$ cat config.mk
export PLATFORM = sky130hd
export DESIGN_NAME = cfp_core
export DESIGN_NICKNAME = d
export VERILOG_FILES = /design/src/cfp_pkg.sv /design/src/cfp_core_if.sv /design/src/cfp_phase_gen.sv /design/src/cfp_data_map.sv /design/src/cfp_core.sv
export VERILOG_INCLUDE_DIRS = /design/src /design/src/src
export SDC_FILE = /design/constraint.sdc
export NUM_CORES = 1
export LEC_CHECK = 0
export BUFFER_PORTS_ARGS = -buffer_cell sky130_fd_sc_hd__clkbuf_2
export CAP_MARGIN = 20
export CORE_MARGIN = 1.5
export CORE_UTILIZATION = 51
export DETAILED_ROUTE_END_ITERATION = 10
export PLACE_DENSITY_LB_ADDON = 0.12
export REMOVE_ABC_BUFFERS = 1
export SYNTH_ARGS = -nofsm -noshare
export SYNTH_HDL_FRONTEND = slang
export SYNTH_SLANG_ARGS = --single-unit
$ cat constraint.sdc
create_clock -name ref_clk -period 2.3 [get_ports ref_clk]
set_input_delay 0 -clock ref_clk [delete_from_list [all_inputs] [get_ports ref_clk]]
set_output_delay 0 -clock ref_clk [all_outputs]
set_load 0.1 [all_outputs]
$ cat src/cfp_regs.svh
// Constants for the fetch/execute pipeline core.
`ifndef CFP_REGS_SVH
`define CFP_REGS_SVH
`define CFP_RESET_PC 21'h0_0000
`define CFP_PC_STEP 21'h0_0002
`define CFP_PTR_STEP 21'h0_0001
`define CFP_TAIL_NIB 4'hF
`define CFP_ACC_SPLIT 8'h60
`define CFP_ACC_LO_BANK 4'h0
`define CFP_ACC_HI_BANK 4'hF
`define CFP_OP_FMOVE 4'hC
`define CFP_OP_MOVLW 8'h0E
`define CFP_OP_GOTO 8'hEF
`define CFP_OP_CALL 7'h76
`define CFP_OP_LFSR 10'h3B8
`define CFP_OP_BRA 5'h1A
`define CFP_OP_ADDWF 6'h09
`define CFP_OP_MOVWF 7'h37
`define CFP_OP_TSKIP 7'h33
`define CFP_OP_MOVLB 12'h010
`define CFP_OP_TBLRD 15'h0004
`define CFP_TBL_PTR_SEL 2'h3
`endif

$ cat src/cfp_pkg.sv
// Types shared by the fetch/execute pipeline core.
package cfp_pkg;
  typedef enum logic [3:0] {
    PH_ONE = 4'b0001,
    PH_TWO = 4'b0010,
    PH_THREE = 4'b0100,
    PH_FOUR = 4'b1000
  } cfp_phase_t;
  typedef enum logic [1:0] {
    PEND_NONE = 2'h0,
    PEND_JUMP = 2'h1,
    PEND_MOVE = 2'h2,
    PEND_LOAD = 2'h3
  } cfp_pend_t;
endpackage : cfp_pkg

$ cat src/cfp_core_if.sv
// Phase strobes and data-address mapping signals inside the core.
`timescale 1ns/100ps
interface cfp_core_if;
  logic phase_one;
  logic phase_two;
  logic phase_three;
  logic phase_four;
  logic access_sel;
  logic full_en;
  logic [3:0] bank_selector;
  logic [7:0] short_addr;
  logic [11:0] full_addr;
  logic [11:0] mapped_addr;
  logic [7:0] raw_rdata;
  logic present;
  logic [7:0] clean_rdata;
  modport phase_src (
    output phase_one, phase_two, phase_three, phase_four
  );
  modport mapper (
    input access_sel, full_en, bank_selector, short_addr, full_addr,
    input raw_rdata, present,
    output mapped_addr, clean_rdata
  );
  modport core (
    input phase_one, phase_two, phase_three, phase_four,
    input mapped_addr, clean_rdata,
    output access_sel, full_en, bank_selector, short_addr, full_addr,
    output raw_rdata, present
  );
endinterface : cfp_core_if

$ cat src/cfp_phase_gen.sv
// Four-phase sequencer dividing the core clock.
`timescale 1ns/100ps
module cfp_phase_gen (
  input logic ref_clk,
  input logic resetn,
  input logic clk_en,
  cfp_core_if.phase_src ph
);
  import cfp_pkg::*;

  cfp_phase_t state_q;
  cfp_phase_t state_d;

  always_comb
  begin
    unique case (state_q)
      PH_ONE: state_d = PH_TWO;
      PH_TWO: state_d = PH_THREE;
      PH_THREE: state_d = PH_FOUR;
      PH_FOUR: state_d = PH_ONE;
      default: state_d = PH_ONE;
    endcase
  end

  always_ff @(posedge ref_clk or negedge resetn)
  begin
    if (!resetn)
      state_q <= PH_ONE;
    else if (clk_en)
      state_q <= state_d;
  end

  assign ph.phase_one = state_q == PH_ONE;
  assign ph.phase_two = state_q == PH_TWO;
  assign ph.phase_three = state_q == PH_THREE;
  assign ph.phase_four = state_q == PH_FOUR;

  property p_phase_cycle;
    @(posedge ref_clk) disable iff (!resetn)
    (state_q == PH_ONE) && clk_en ##1 clk_en[*3] |->
      state_q == PH_FOUR ##1 state_q == PH_ONE;
  endproperty
  a_phase_cycle: assert property (p_phase_cycle)
    else $error("phase sequence is not one-two-three-four");

endmodule : cfp_phase_gen

$ cat src/cfp_data_map.sv
// Data-memory address former and unimplemented-read filter.
`timescale 1ns/100ps
`include "cfp_regs.svh"
module cfp_data_map (
  cfp_core_if.mapper mp
);
  import cfp_pkg::*;

  logic low_half;
  logic [3:0] fast_bank;
  logic [3:0] bank;

  // The fast space is one contiguous 8-bit map over two physical banks.
  assign low_half = mp.short_addr < `CFP_ACC_SPLIT;
  assign fast_bank = low_half ? `CFP_ACC_LO_BANK : `CFP_ACC_HI_BANK;
  assign bank = mp.access_sel ? mp.bank_selector : fast_bank;
  assign mp.mapped_addr = mp.full_en ? mp.full_addr
                                     : {bank, mp.short_addr};
  assign mp.clean_rdata = mp.present ? mp.raw_rdata : 8'h00;

endmodule : cfp_data_map

$ cat src/cfp_core.sv
// Fetch/execute pipeline core with quadrature phase sequencing.
`timescale 1ns/100ps
`include "cfp_regs.svh"
module cfp_core (
  input logic ref_clk,
  input logic resetn,
  input logic clk_en,
  output logic [20:0] pm_addr,
  input logic [15:0] pm_rdata,
  output logic [20:0] tbl_addr,
  input logic [15:0] tbl_rdata,
  output logic [11:0] dm_addr,
  output logic dm_rd_en,
  output logic dm_wr_en,
  output logic [7:0] dm_wdata,
  input logic [7:0] dm_rdata,
  input logic dm_present,
  output logic [20:0] pc,
  output logic [7:0] wreg,
  output logic [3:0] bank_selector,
  output logic [20:0] table_byte_pointer,
  output logic [7:0] table_data_latch,
  output logic [11:0] indirect_ptr,
  output cfp_pkg::cfp_pend_t pend_state
);
  import cfp_pkg::*;

  //////////////////////////////////////////////////////////////////////////
  // Sub-blocks.

  cfp_core_if bus ();

  cfp_phase_gen u_phase (
    .ref_clk(ref_clk),
    .resetn(resetn),
    .clk_en(clk_en),
    .ph(bus.phase_src)
  );

  cfp_data_map u_map (
    .mp(bus.mapper)
  );

  //////////////////////////////////////////////////////////////////////////
  // State.

  logic [20:0] pc_q;
  logic [20:0] pc_d;
  logic [20:0] fetch_addr_q;
  logic [15:0] fetched_q;
  logic fetched_valid_q;
  logic [15:0] ir_q;
  logic ir_valid_q;
  cfp_pend_t pend_q;
  cfp_pend_t pend_d;
  logic [7:0] lo_q;
  logic [7:0] opnd_q;
  logic [7:0] wreg_q;
  logic [7:0] wreg_d;
  logic [3:0] bsel_q;
  logic [20:0] tptr_q;
  logic [20:0] tptr_d;
  logic [7:0] tlat_q;
  logic [11:0] iptr_q;
  logic [11:0] dm_addr_q;
  logic [7:0] wdata_q;
  logic [7:0] wdata_d;

  logic p1;
  logic p2;
  logic p3;
  logic p4;
  assign p1 = bus.phase_one && clk_en;
  assign p2 = bus.phase_two && clk_en;
  assign p3 = bus.phase_three && clk_en;
  assign p4 = bus.phase_four && clk_en;

  //////////////////////////////////////////////////////////////////////////
  // Decode of the word in the instruction register.

  logic second_w;
  logic first_w;
  logic tail_w;
  logic lone_tail_w;
  logic movlw_w;
  logic movlb_w;
  logic addwf_w;
  logic movwf_w;
  logic tskip_w;
  logic fmove1_w;
  logic jump1_w;
  logic lfsr1_w;
  logic bra_w;
  logic tblrd_w;
  logic jump2_w;
  logic move2_w;
  logic load2_w;
  logic reads_w;
  logic writes_w;
  logic skip_w;
  logic take_w;
  logic flush_w;
  logic [7:0] sum_w;
  logic [20:0] bra_disp_w;
  logic [20:0] branch_pc_w;
  logic [7:0] tbl_byte_w;

  assign second_w = pend_q != PEND_NONE;
  assign first_w = ir_valid_q && !second_w;
  assign tail_w = ir_q[15:12] == `CFP_TAIL_NIB;
  // A tail reached without its first word does nothing at all.
  assign lone_tail_w = first_w && tail_w;
  assign movlw_w = first_w && ir_q[15:8] == `CFP_OP_MOVLW;
  assign movlb_w = first_w && ir_q[15:4] == `CFP_OP_MOVLB;
  assign addwf_w = first_w && ir_q[15:10] == `CFP_OP_ADDWF;
  assign movwf_w = first_w && ir_q[15:9] == `CFP_OP_MOVWF;
  assign tskip_w = first_w && ir_q[15:9] == `CFP_OP_TSKIP;
  assign fmove1_w = first_w && ir_q[15:12] == `CFP_OP_FMOVE;
  assign jump1_w = first_w && (ir_q[15:8] == `CFP_OP_GOTO ||
                               ir_q[15:9] == `CFP_OP_CALL);
  assign lfsr1_w = first_w && ir_q[15:6] == `CFP_OP_LFSR;
  assign bra_w = first_w && ir_q[15:11] == `CFP_OP_BRA;
  assign tblrd_w = first_w && ir_q[15:1] == `CFP_OP_TBLRD;
  assign jump2_w = ir_valid_q && pend_q == PEND_JUMP && tail_w;
  assign move2_w = ir_valid_q && pend_q == PEND_MOVE && tail_w;
  assign load2_w = ir_valid_q && pend_q == PEND_LOAD && tail_w;

  assign reads_w = addwf_w || tskip_w || fmove1_w;
  assign writes_w = movwf_w || (addwf_w && ir_q[9]) || move2_w;
  assign sum_w = wreg_q + opnd_q;

  // Offset counts words, so the byte displacement is doubled.
  assign bra_disp_w = {{9{ir_q[10]}}, ir_q[10:0], 1'b0};
  // The word address lands on bits 20..1; bit 0 stays clear.
  assign branch_pc_w = bra_w ? fetch_addr_q + bra_disp_w
                             : {ir_q[11:0], lo_q, 1'b0};
  assign skip_w = tskip_w && opnd_q == 8'h00;
  assign take_w = bra_w || jump2_w;
  assign flush_w = take_w || skip_w;

  //////////////////////////////////////////////////////////////////////////
  // Data-memory side.

  // The address is formed from the word entering the instruction
  // register, so it is already steady when phase two reads.
  assign bus.access_sel = fetched_q[8];
  assign bus.full_en = pend_q == PEND_MOVE ||
    (pend_q == PEND_NONE && fetched_q[15:12] == `CFP_OP_FMOVE);
  assign bus.bank_selector = bsel_q;
  assign bus.short_addr = fetched_q[7:0];
  assign bus.full_addr = fetched_q[11:0];
  assign bus.raw_rdata = dm_rdata;
  assign bus.present = dm_present;

  assign dm_rd_en = bus.phase_two && reads_w;
  assign dm_wr_en = bus.phase_four && writes_w;
  assign wdata_d = movwf_w ? wreg_q : (addwf_w ? sum_w : opnd_q);

  //////////////////////////////////////////////////////////////////////////
  // Next values.

  assign pc_d = (p4 && take_w) ? branch_pc_w
              : p1 ? pc_q + `CFP_PC_STEP : pc_q;
  assign pend_d = fmove1_w ? PEND_MOVE
                : jump1_w ? PEND_JUMP
                : lfsr1_w ? PEND_LOAD : PEND_NONE;
  assign wreg_d = movlw_w ? ir_q[7:0]
                : (addwf_w && !ir_q[9]) ? sum_w : wreg_q;
  // Two bytes per program word: the pointer's bit 0 picks the half.
  assign tbl_byte_w = tptr_q[0] ? tbl_rdata[15:8] : tbl_rdata[7:0];
  assign tptr_d = (load2_w && lo_q[5:4] == `CFP_TBL_PTR_SEL)
                ? {9'h000, lo_q[3:0], ir_q[7:0]}
                : (tblrd_w && ir_q[0]) ? tptr_q + `CFP_PTR_STEP : tptr_q;

  //////////////////////////////////////////////////////////////////////////
  // Registers.

  always_ff @(posedge ref_clk or negedge resetn)
  begin
    if (!resetn)
      pc_q <= `CFP_RESET_PC;
    else
      pc_q <= pc_d;
  end

  always_ff @(posedge ref_clk or negedge resetn)
  begin
    if (!resetn)
    begin
      fetch_addr_q <= `CFP_RESET_PC;
      ir_q <= 16'h0000;
      ir_valid_q <= 1'b0;
      dm_addr_q <= 12'h000;
    end
    else if (p1)
    begin
      fetch_addr_q <= pc_q;
      ir_q <= fetched_q;
      ir_valid_q <= fetched_valid_q;
      dm_addr_q <= bus.mapped_addr;
    end
  end

  always_ff @(posedge ref_clk or negedge resetn)
  begin
    if (!resetn)
      opnd_q <= 8'h00;
    else if (p2 && reads_w)
      opnd_q <= bus.clean_rdata;
  end

  always_ff @(posedge ref_clk or negedge resetn)
  begin
    if (!resetn)
      wdata_q <= 8'h00;
    else if (p3)
      wdata_q <= wdata_d;
  end

  // Fetch of the next word shares phase four with the current execute.
  always_ff @(posedge ref_clk or negedge resetn)
  begin
    if (!resetn)
    begin
      fetched_q <= 16'h0000;
      fetched_valid_q <= 1'b0;
      pend_q <= PEND_NONE;
      lo_q <= 8'h00;
    end
    else if (p4)
    begin
      fetched_q <= pm_rdata;
      fetched_valid_q <= !flush_w;
      pend_q <= pend_d;
      lo_q <= ir_q[7:0];
    end
  end

  always_ff @(posedge ref_clk or negedge resetn)
  begin
    if (!resetn)
    begin
      wreg_q <= 8'h00;
      bsel_q <= 4'h0;
      tptr_q <= `CFP_RESET_PC;
      tlat_q <= 8'h00;
      iptr_q <= 12'h000;
    end
    else if (p4)
    begin
      wreg_q <= wreg_d;
      if (movlb_w)
        bsel_q <= ir_q[3:0];
      tptr_q <= tptr_d;
      if (tblrd_w)
        tlat_q <= tbl_byte_w;
      if (load2_w && lo_q[5:4] != `CFP_TBL_PTR_SEL)
        iptr_q <= {lo_q[3:0], ir_q[7:0]};
    end
  end

  assign pm_addr = fetch_addr_q;
  assign tbl_addr = {tptr_q[20:1], 1'b0};
  assign dm_addr = dm_addr_q;
  assign dm_wdata = wdata_q;
  assign pc = pc_q;
  assign wreg = wreg_q;
  assign bank_selector = bsel_q;
  assign table_byte_pointer = tptr_q;
  assign table_data_latch = tlat_q;
  assign indirect_ptr = iptr_q;
  assign pend_state = pend_q;

  //////////////////////////////////////////////////////////////////////////
  // Checks.

  property p_pc_step;
    @(posedge ref_clk) disable iff (!resetn)
    p1 |=> pc_q == $past(pc_q) + `CFP_PC_STEP;
  endproperty
  a_pc_step: assert property (p_pc_step)
    else $error("program counter did not step by two in phase one");

  property p_pc_even;
    @(posedge ref_clk) disable iff (!resetn)
    !pc_q[0] && !fetch_addr_q[0];
  endproperty
  a_pc_even: assert property (p_pc_even)
    else $error("program counter bit zero is set");

  property p_rd_phase;
    @(posedge ref_clk) disable iff (!resetn)
    dm_rd_en |-> bus.phase_two && ir_valid_q;
  endproperty
  a_rd_phase: assert property (p_rd_phase)
    else $error("data read outside phase two");

  property p_wr_phase;
    @(posedge ref_clk) disable iff (!resetn)
    p3 && writes_w |=> dm_wr_en && dm_wdata == $past(wdata_d);
  endproperty
  a_wr_phase: assert property (p_wr_phase)
    else $error("destination write missing in phase four");

  property p_exec_after_fetch;
    @(posedge ref_clk) disable iff (!resetn)
    $rose(ir_valid_q) |-> $past(fetched_valid_q) && $past(p1);
  endproperty
  a_exec_after_fetch: assert property (p_exec_after_fetch)
    else $error("execution began without a completed fetch");

  property p_flush;
    @(posedge ref_clk) disable iff (!resetn)
    p4 && take_w |=> !fetched_valid_q ##0 pc_q == $past(branch_pc_w)
      ##4 (!ir_valid_q || !clk_en);
  endproperty
  a_flush: assert property (p_flush)
    else $error("prefetched word not discarded on branch");

  property p_jump_target;
    @(posedge ref_clk) disable iff (!resetn)
    p4 && jump2_w |=> pc_q == {$past(ir_q[11:0]), $past(lo_q), 1'b0};
  endproperty
  a_jump_target: assert property (p_jump_target)
    else $error("absolute jump target wrong");

  property p_lone_tail;
    @(posedge ref_clk) disable iff (!resetn)
    p4 && lone_tail_w |=> wreg_q == $past(wreg_q) &&
      fetched_valid_q && pend_q == PEND_NONE && !$past(dm_wr_en);
  endproperty
  a_lone_tail: assert property (p_lone_tail)
    else $error("lone tail word had an effect");

  property p_unimpl_zero;
    @(posedge ref_clk) disable iff (!resetn)
    p2 && reads_w && !dm_present |=> opnd_q == 8'h00;
  endproperty
  a_unimpl_zero: assert property (p_unimpl_zero)
    else $error("unimplemented location did not read zero");

endmodule : cfp_core

==> summary.md <==
| Metric | Value |
|---|---|
| RSZ-0062 raised after global routing | yes |
| Worst hold-check path type | input port to asynchronous set/reset pin |
| Vias after detailed routing | between 9,000 and 10,000 |
| Floorplan row count | 48 |
| Clock transition at the register clock pins on the worst setup and hold paths after CTS | 0.07 ns |
| Max FO, Critical Path | 2 |
| Number of enable-type register cells in the synthesized netlist | 0 |
| Sequential area share after synthesis | between 40 and 50% |
| Yosys reg bits | roughly 160 |
| Mapped cell area | about 9200 µm² |
| Mean post-synth cell area | roughly 8.5 µm² |
| Count of placed standard cells in the final layout, fillers left out | roughly 1,600 |
| Detailed placement HPWL | 19,900 µm |
| I/O pin cnt | around 180 |
| Per-cell routed wire length | 17.9 µm |
| Count of maximum capacitance violations | 0 |
| Synth top cells by count | 271 x nand2_1, 162 x dfrtp_1, 78 x o21ai_0, 61 x a21oi_1, 60 x nor2_1 |
| Starting DRT DRC Count | between 700 and 800 |
| Result of the run | finished, violations left |
| Prevailing post-synth register cell | dfrtp_1 |
| Area overhead of the layout relative to synthesis | 39.2% |
| Final worst-path cycle share | 121% |
| Proportion of power drawn by combinational gates | between 40% and 50% |
| Clk Latency, worst-skew pair | 0.44 ns |
| Count of final setup violators | between 40 and 50 |
| Failing checks | setup timing |
| Number of vias per cell | 5.68 |
| Global-route wire length before repair | around 45,000 µm |
| Switch Pwr | between 0.005 and 0.006 W |
| Global placement routability congestion | slightly above 0.9 |
| Cell-internal power | approximately 0.0069 W |
| Cells after DPL | 1,516 |
| Aggregate negative setup slack | -5.66 ns |
| Die ar. | between 15,000 and 20,000 µm² |
| Number of search-and-repair iterations in the first detailed-routing pass | 5 |
| Required @ worst endpoint | roughly 2.3 ns |
| Type of the setup path with the least slack | flip-flop to output port |
| Num CTS Buffers | 17 |
| Floorplan Core Area | roughly 17,000 µm² |
| Number of cells produced by synthesis | between 1,000 and 1,500 |
| Worst slack at placement | -0.176 ns |
| Antenna Violating Nets Remaining | 0 |
| Worst setup path startpoint | pend_state[0] |
| Worst Tran Pin Value | roughly 0.58 ns |
| Clk_skew | 0.00742 ns |
| GRT Overall Usage | roughly 31% |
| Flop2flop setup slack | -0.26 ns |
| Highest Clock Rate | around 0.36 GHz |
| Leakage component of the power | roughly 6.4 nW |
| Top post-synthesis cells by area | dfrtp_1 44%, nand2_1 11%, o21ai_0 4.2% |
| Post-layout min period | between 2 and 3 ns |
| Wire length reported by the detailed router | approximately 29,000 µm |
| Number of unique standard cell types used by synthesis | 65 |
| Data arrival time of the worst path | roughly 2.8 ns |
| Clock net sink count | roughly 160 |
| Die H | roughly 140 µm |
| DRC violation count after routing | 0 |
| Max Slew Vio Count | 0 |
| Die X-Extent | around 140 µm |
| Port Buf Inserts | 182 |
| Clock tree from TritonCTS | yes |
| Tightest slew margin relative to the limit | between 60 and 70% |
| Critical Path Source Type | flip-flop |
| Top-area cell type share of the netlist area | 44.1% |
| Most used standard cell by instance count after synthesis | nand2_1 |
| Final core utilization | roughly 73% |
| Antenna violations before repair | 0 |
| Final Worst Setup Slack | -0.477 ns |
| Async S/R FF share, synth | 100% |
| Buffer cell driving the clock tree root | clkbuf_16 |
| Endpoints failing hold | 0 |
| Total number of H-tree levels | 4 |
| Peak supply drop | around 1100 µV |
| Post-layout net count | roughly 1,500 |
| Startpoint of the worst register-to-register path | pend_state[0] |
| Critical Path Sink Type | output port |
| Share of power burned in the clock network | between 20% and 30% |
| Pwr dens | around 930 nW/µm² |
| Sequential group share of total power | a little under a third |
| Via count of the first global-routing pass | ~8,800 |
| Initial core utilization | ~53% |
| Global-route congestion overflow total | 0 |
| Maximum number of pins on one net before global-route repair | 59 |
| Share of final-layout standard cells stronger than drive strength 1 | roughly a third |
| Count of inserted antenna diode cells | 0 |
| Final Power | approximately 0.012 W |
| Yosys synthesis warning count | 0 |
| Dominant cell type by area after synthesis | dfrtp_1 |
| Share of total power consumed by net switching | roughly 43% |
| Buffer levels on the longest clock path | 2 |
-- power by group through the flow --
stage,clock network (W),logic [W],registers [W]
CTS,0.00319,0.00469,0.00378
global placement,0,0.00436,0.00379
detailed placement,0,0.00440,0.00381
floorplan,0,0.00137,0.00514
finish,0.00317,0.00498,0.00379
global route,0.00333,0.00529,0.00385
-- what timing repair did --
action,4_1_cts,5_1_grt
setup endpoints to repair,45,68
endpoints found under the hold margin,104,0
hold buffers,50,0
setup buffers,9,11
gates cloned,2,2
pin swaps,23,27
gates resized for setup,56,75
-- path summary, 6_finish.rpt --
check | endpoint | cells after the start
max in group asynchronous | table_byte_pointer[7] | 3
min in group ref_clk | fetched_q[8] | 4
worst max-delay path | dm_wr_en | 8
worst min-delay path | pc[3] | 2
worst max register to register | table_byte_pointer[20] | 9
worst min register to register | ir_q[4] | 2
-- critical path, stage by stage (launching register included) --
cell	delay (ns)
dfrtp_1	0.38
or3b_4	0.40
or3_4	0.34
or4b_4	0.58
o21ai_2	0.10
a21oi_2	0.06
nor3b_2	0.16
buf_4	0.15
buf_12	0.16
-- cell type report --
class	count	area, µm²
sequential	163	4080
timing repair buffer	373	2600
clock inverter	11	200
clock buffer	20	447
fill	1329	4680
tap	225	282
inverter	16	60.1
multi-input combinational	813	5130
-- cell families after synthesis --
kind of cell / after synthesis / share of synthesized area [%]
simple gates: 479 / 23.3
compound gates: 223 / 14.5
flops: 163 / 44.4
buf+inv: 101 / 5.42
xor+xnor: 46 / 4.38
mux: 33 / 3.80
fa+ha+maj: 30 / 4.25
other cells: 1 / 0.0408
-- per-stage QoR --
stage          area [µm²]  hold slack, ns
2_1_floorplan        8760          -0.296
3_3_place_gp        10900        -0.00684
3_5_place_dp        10900        -0.00474
4_1_cts             12400           0.112
5_1_grt             12800           0.161
6_report            12800          0.0861
-- per-layer routing --
metal | global-route usage (%) | share of wire (%)
met1 | 42.0 | 43
met4 | 11.3 | 2.3
met2 | 50.4 | 48
met5 | 0 | 0
met3 | 6.18 | 6.7
-- state kept, by name, summed over array words and instances (netlist names) --
name / cells
pm_addr: 21
pc: 21
ir_valid_q: 1
dm_wdata: 8
opnd_q: 8
indirect_ptr: 12
u_phase.state_q: 4
table_data_latch: 8
wreg: 8
table_byte_pointer: 21
pend_state: 2
fetched_q: 16
ir_q: 16
lo_q: 8
bank_selector: 4
fetched_valid_q: 1
dm_addr: 4
-- placed cells by master, fill, tap and decap left out, types with 4 or more instances in the layout --
master	instances
a21o_1	14
a21oi_1	50
a21oi_2	10
a31oi_1	13
a31oi_4	4
and2_1	5
and3_1	14
buf_12	4
buf_4	121
buf_6	19
bufinv_16	5
clkbuf_16	17
clkbuf_2	179
dfrtp_1	161
dlygate4sd3_1	50
ha_1	15
ha_4	12
inv_1	14
mux2_2	15
mux2i_1	18
nand2_1	267
nand2_2	4
nand2b_1	9
nand3_1	35
nand4_1	20
nor2_1	57
nor2b_1	5
nor3_1	19
nor4_1	4
o211ai_1	7
o21ai_0	56
o21ai_1	20
o21bai_1	4
o22ai_1	8
or3_1	8
xnor2_1	25
xor2_1	21
(Power assumes the default switching activity.)
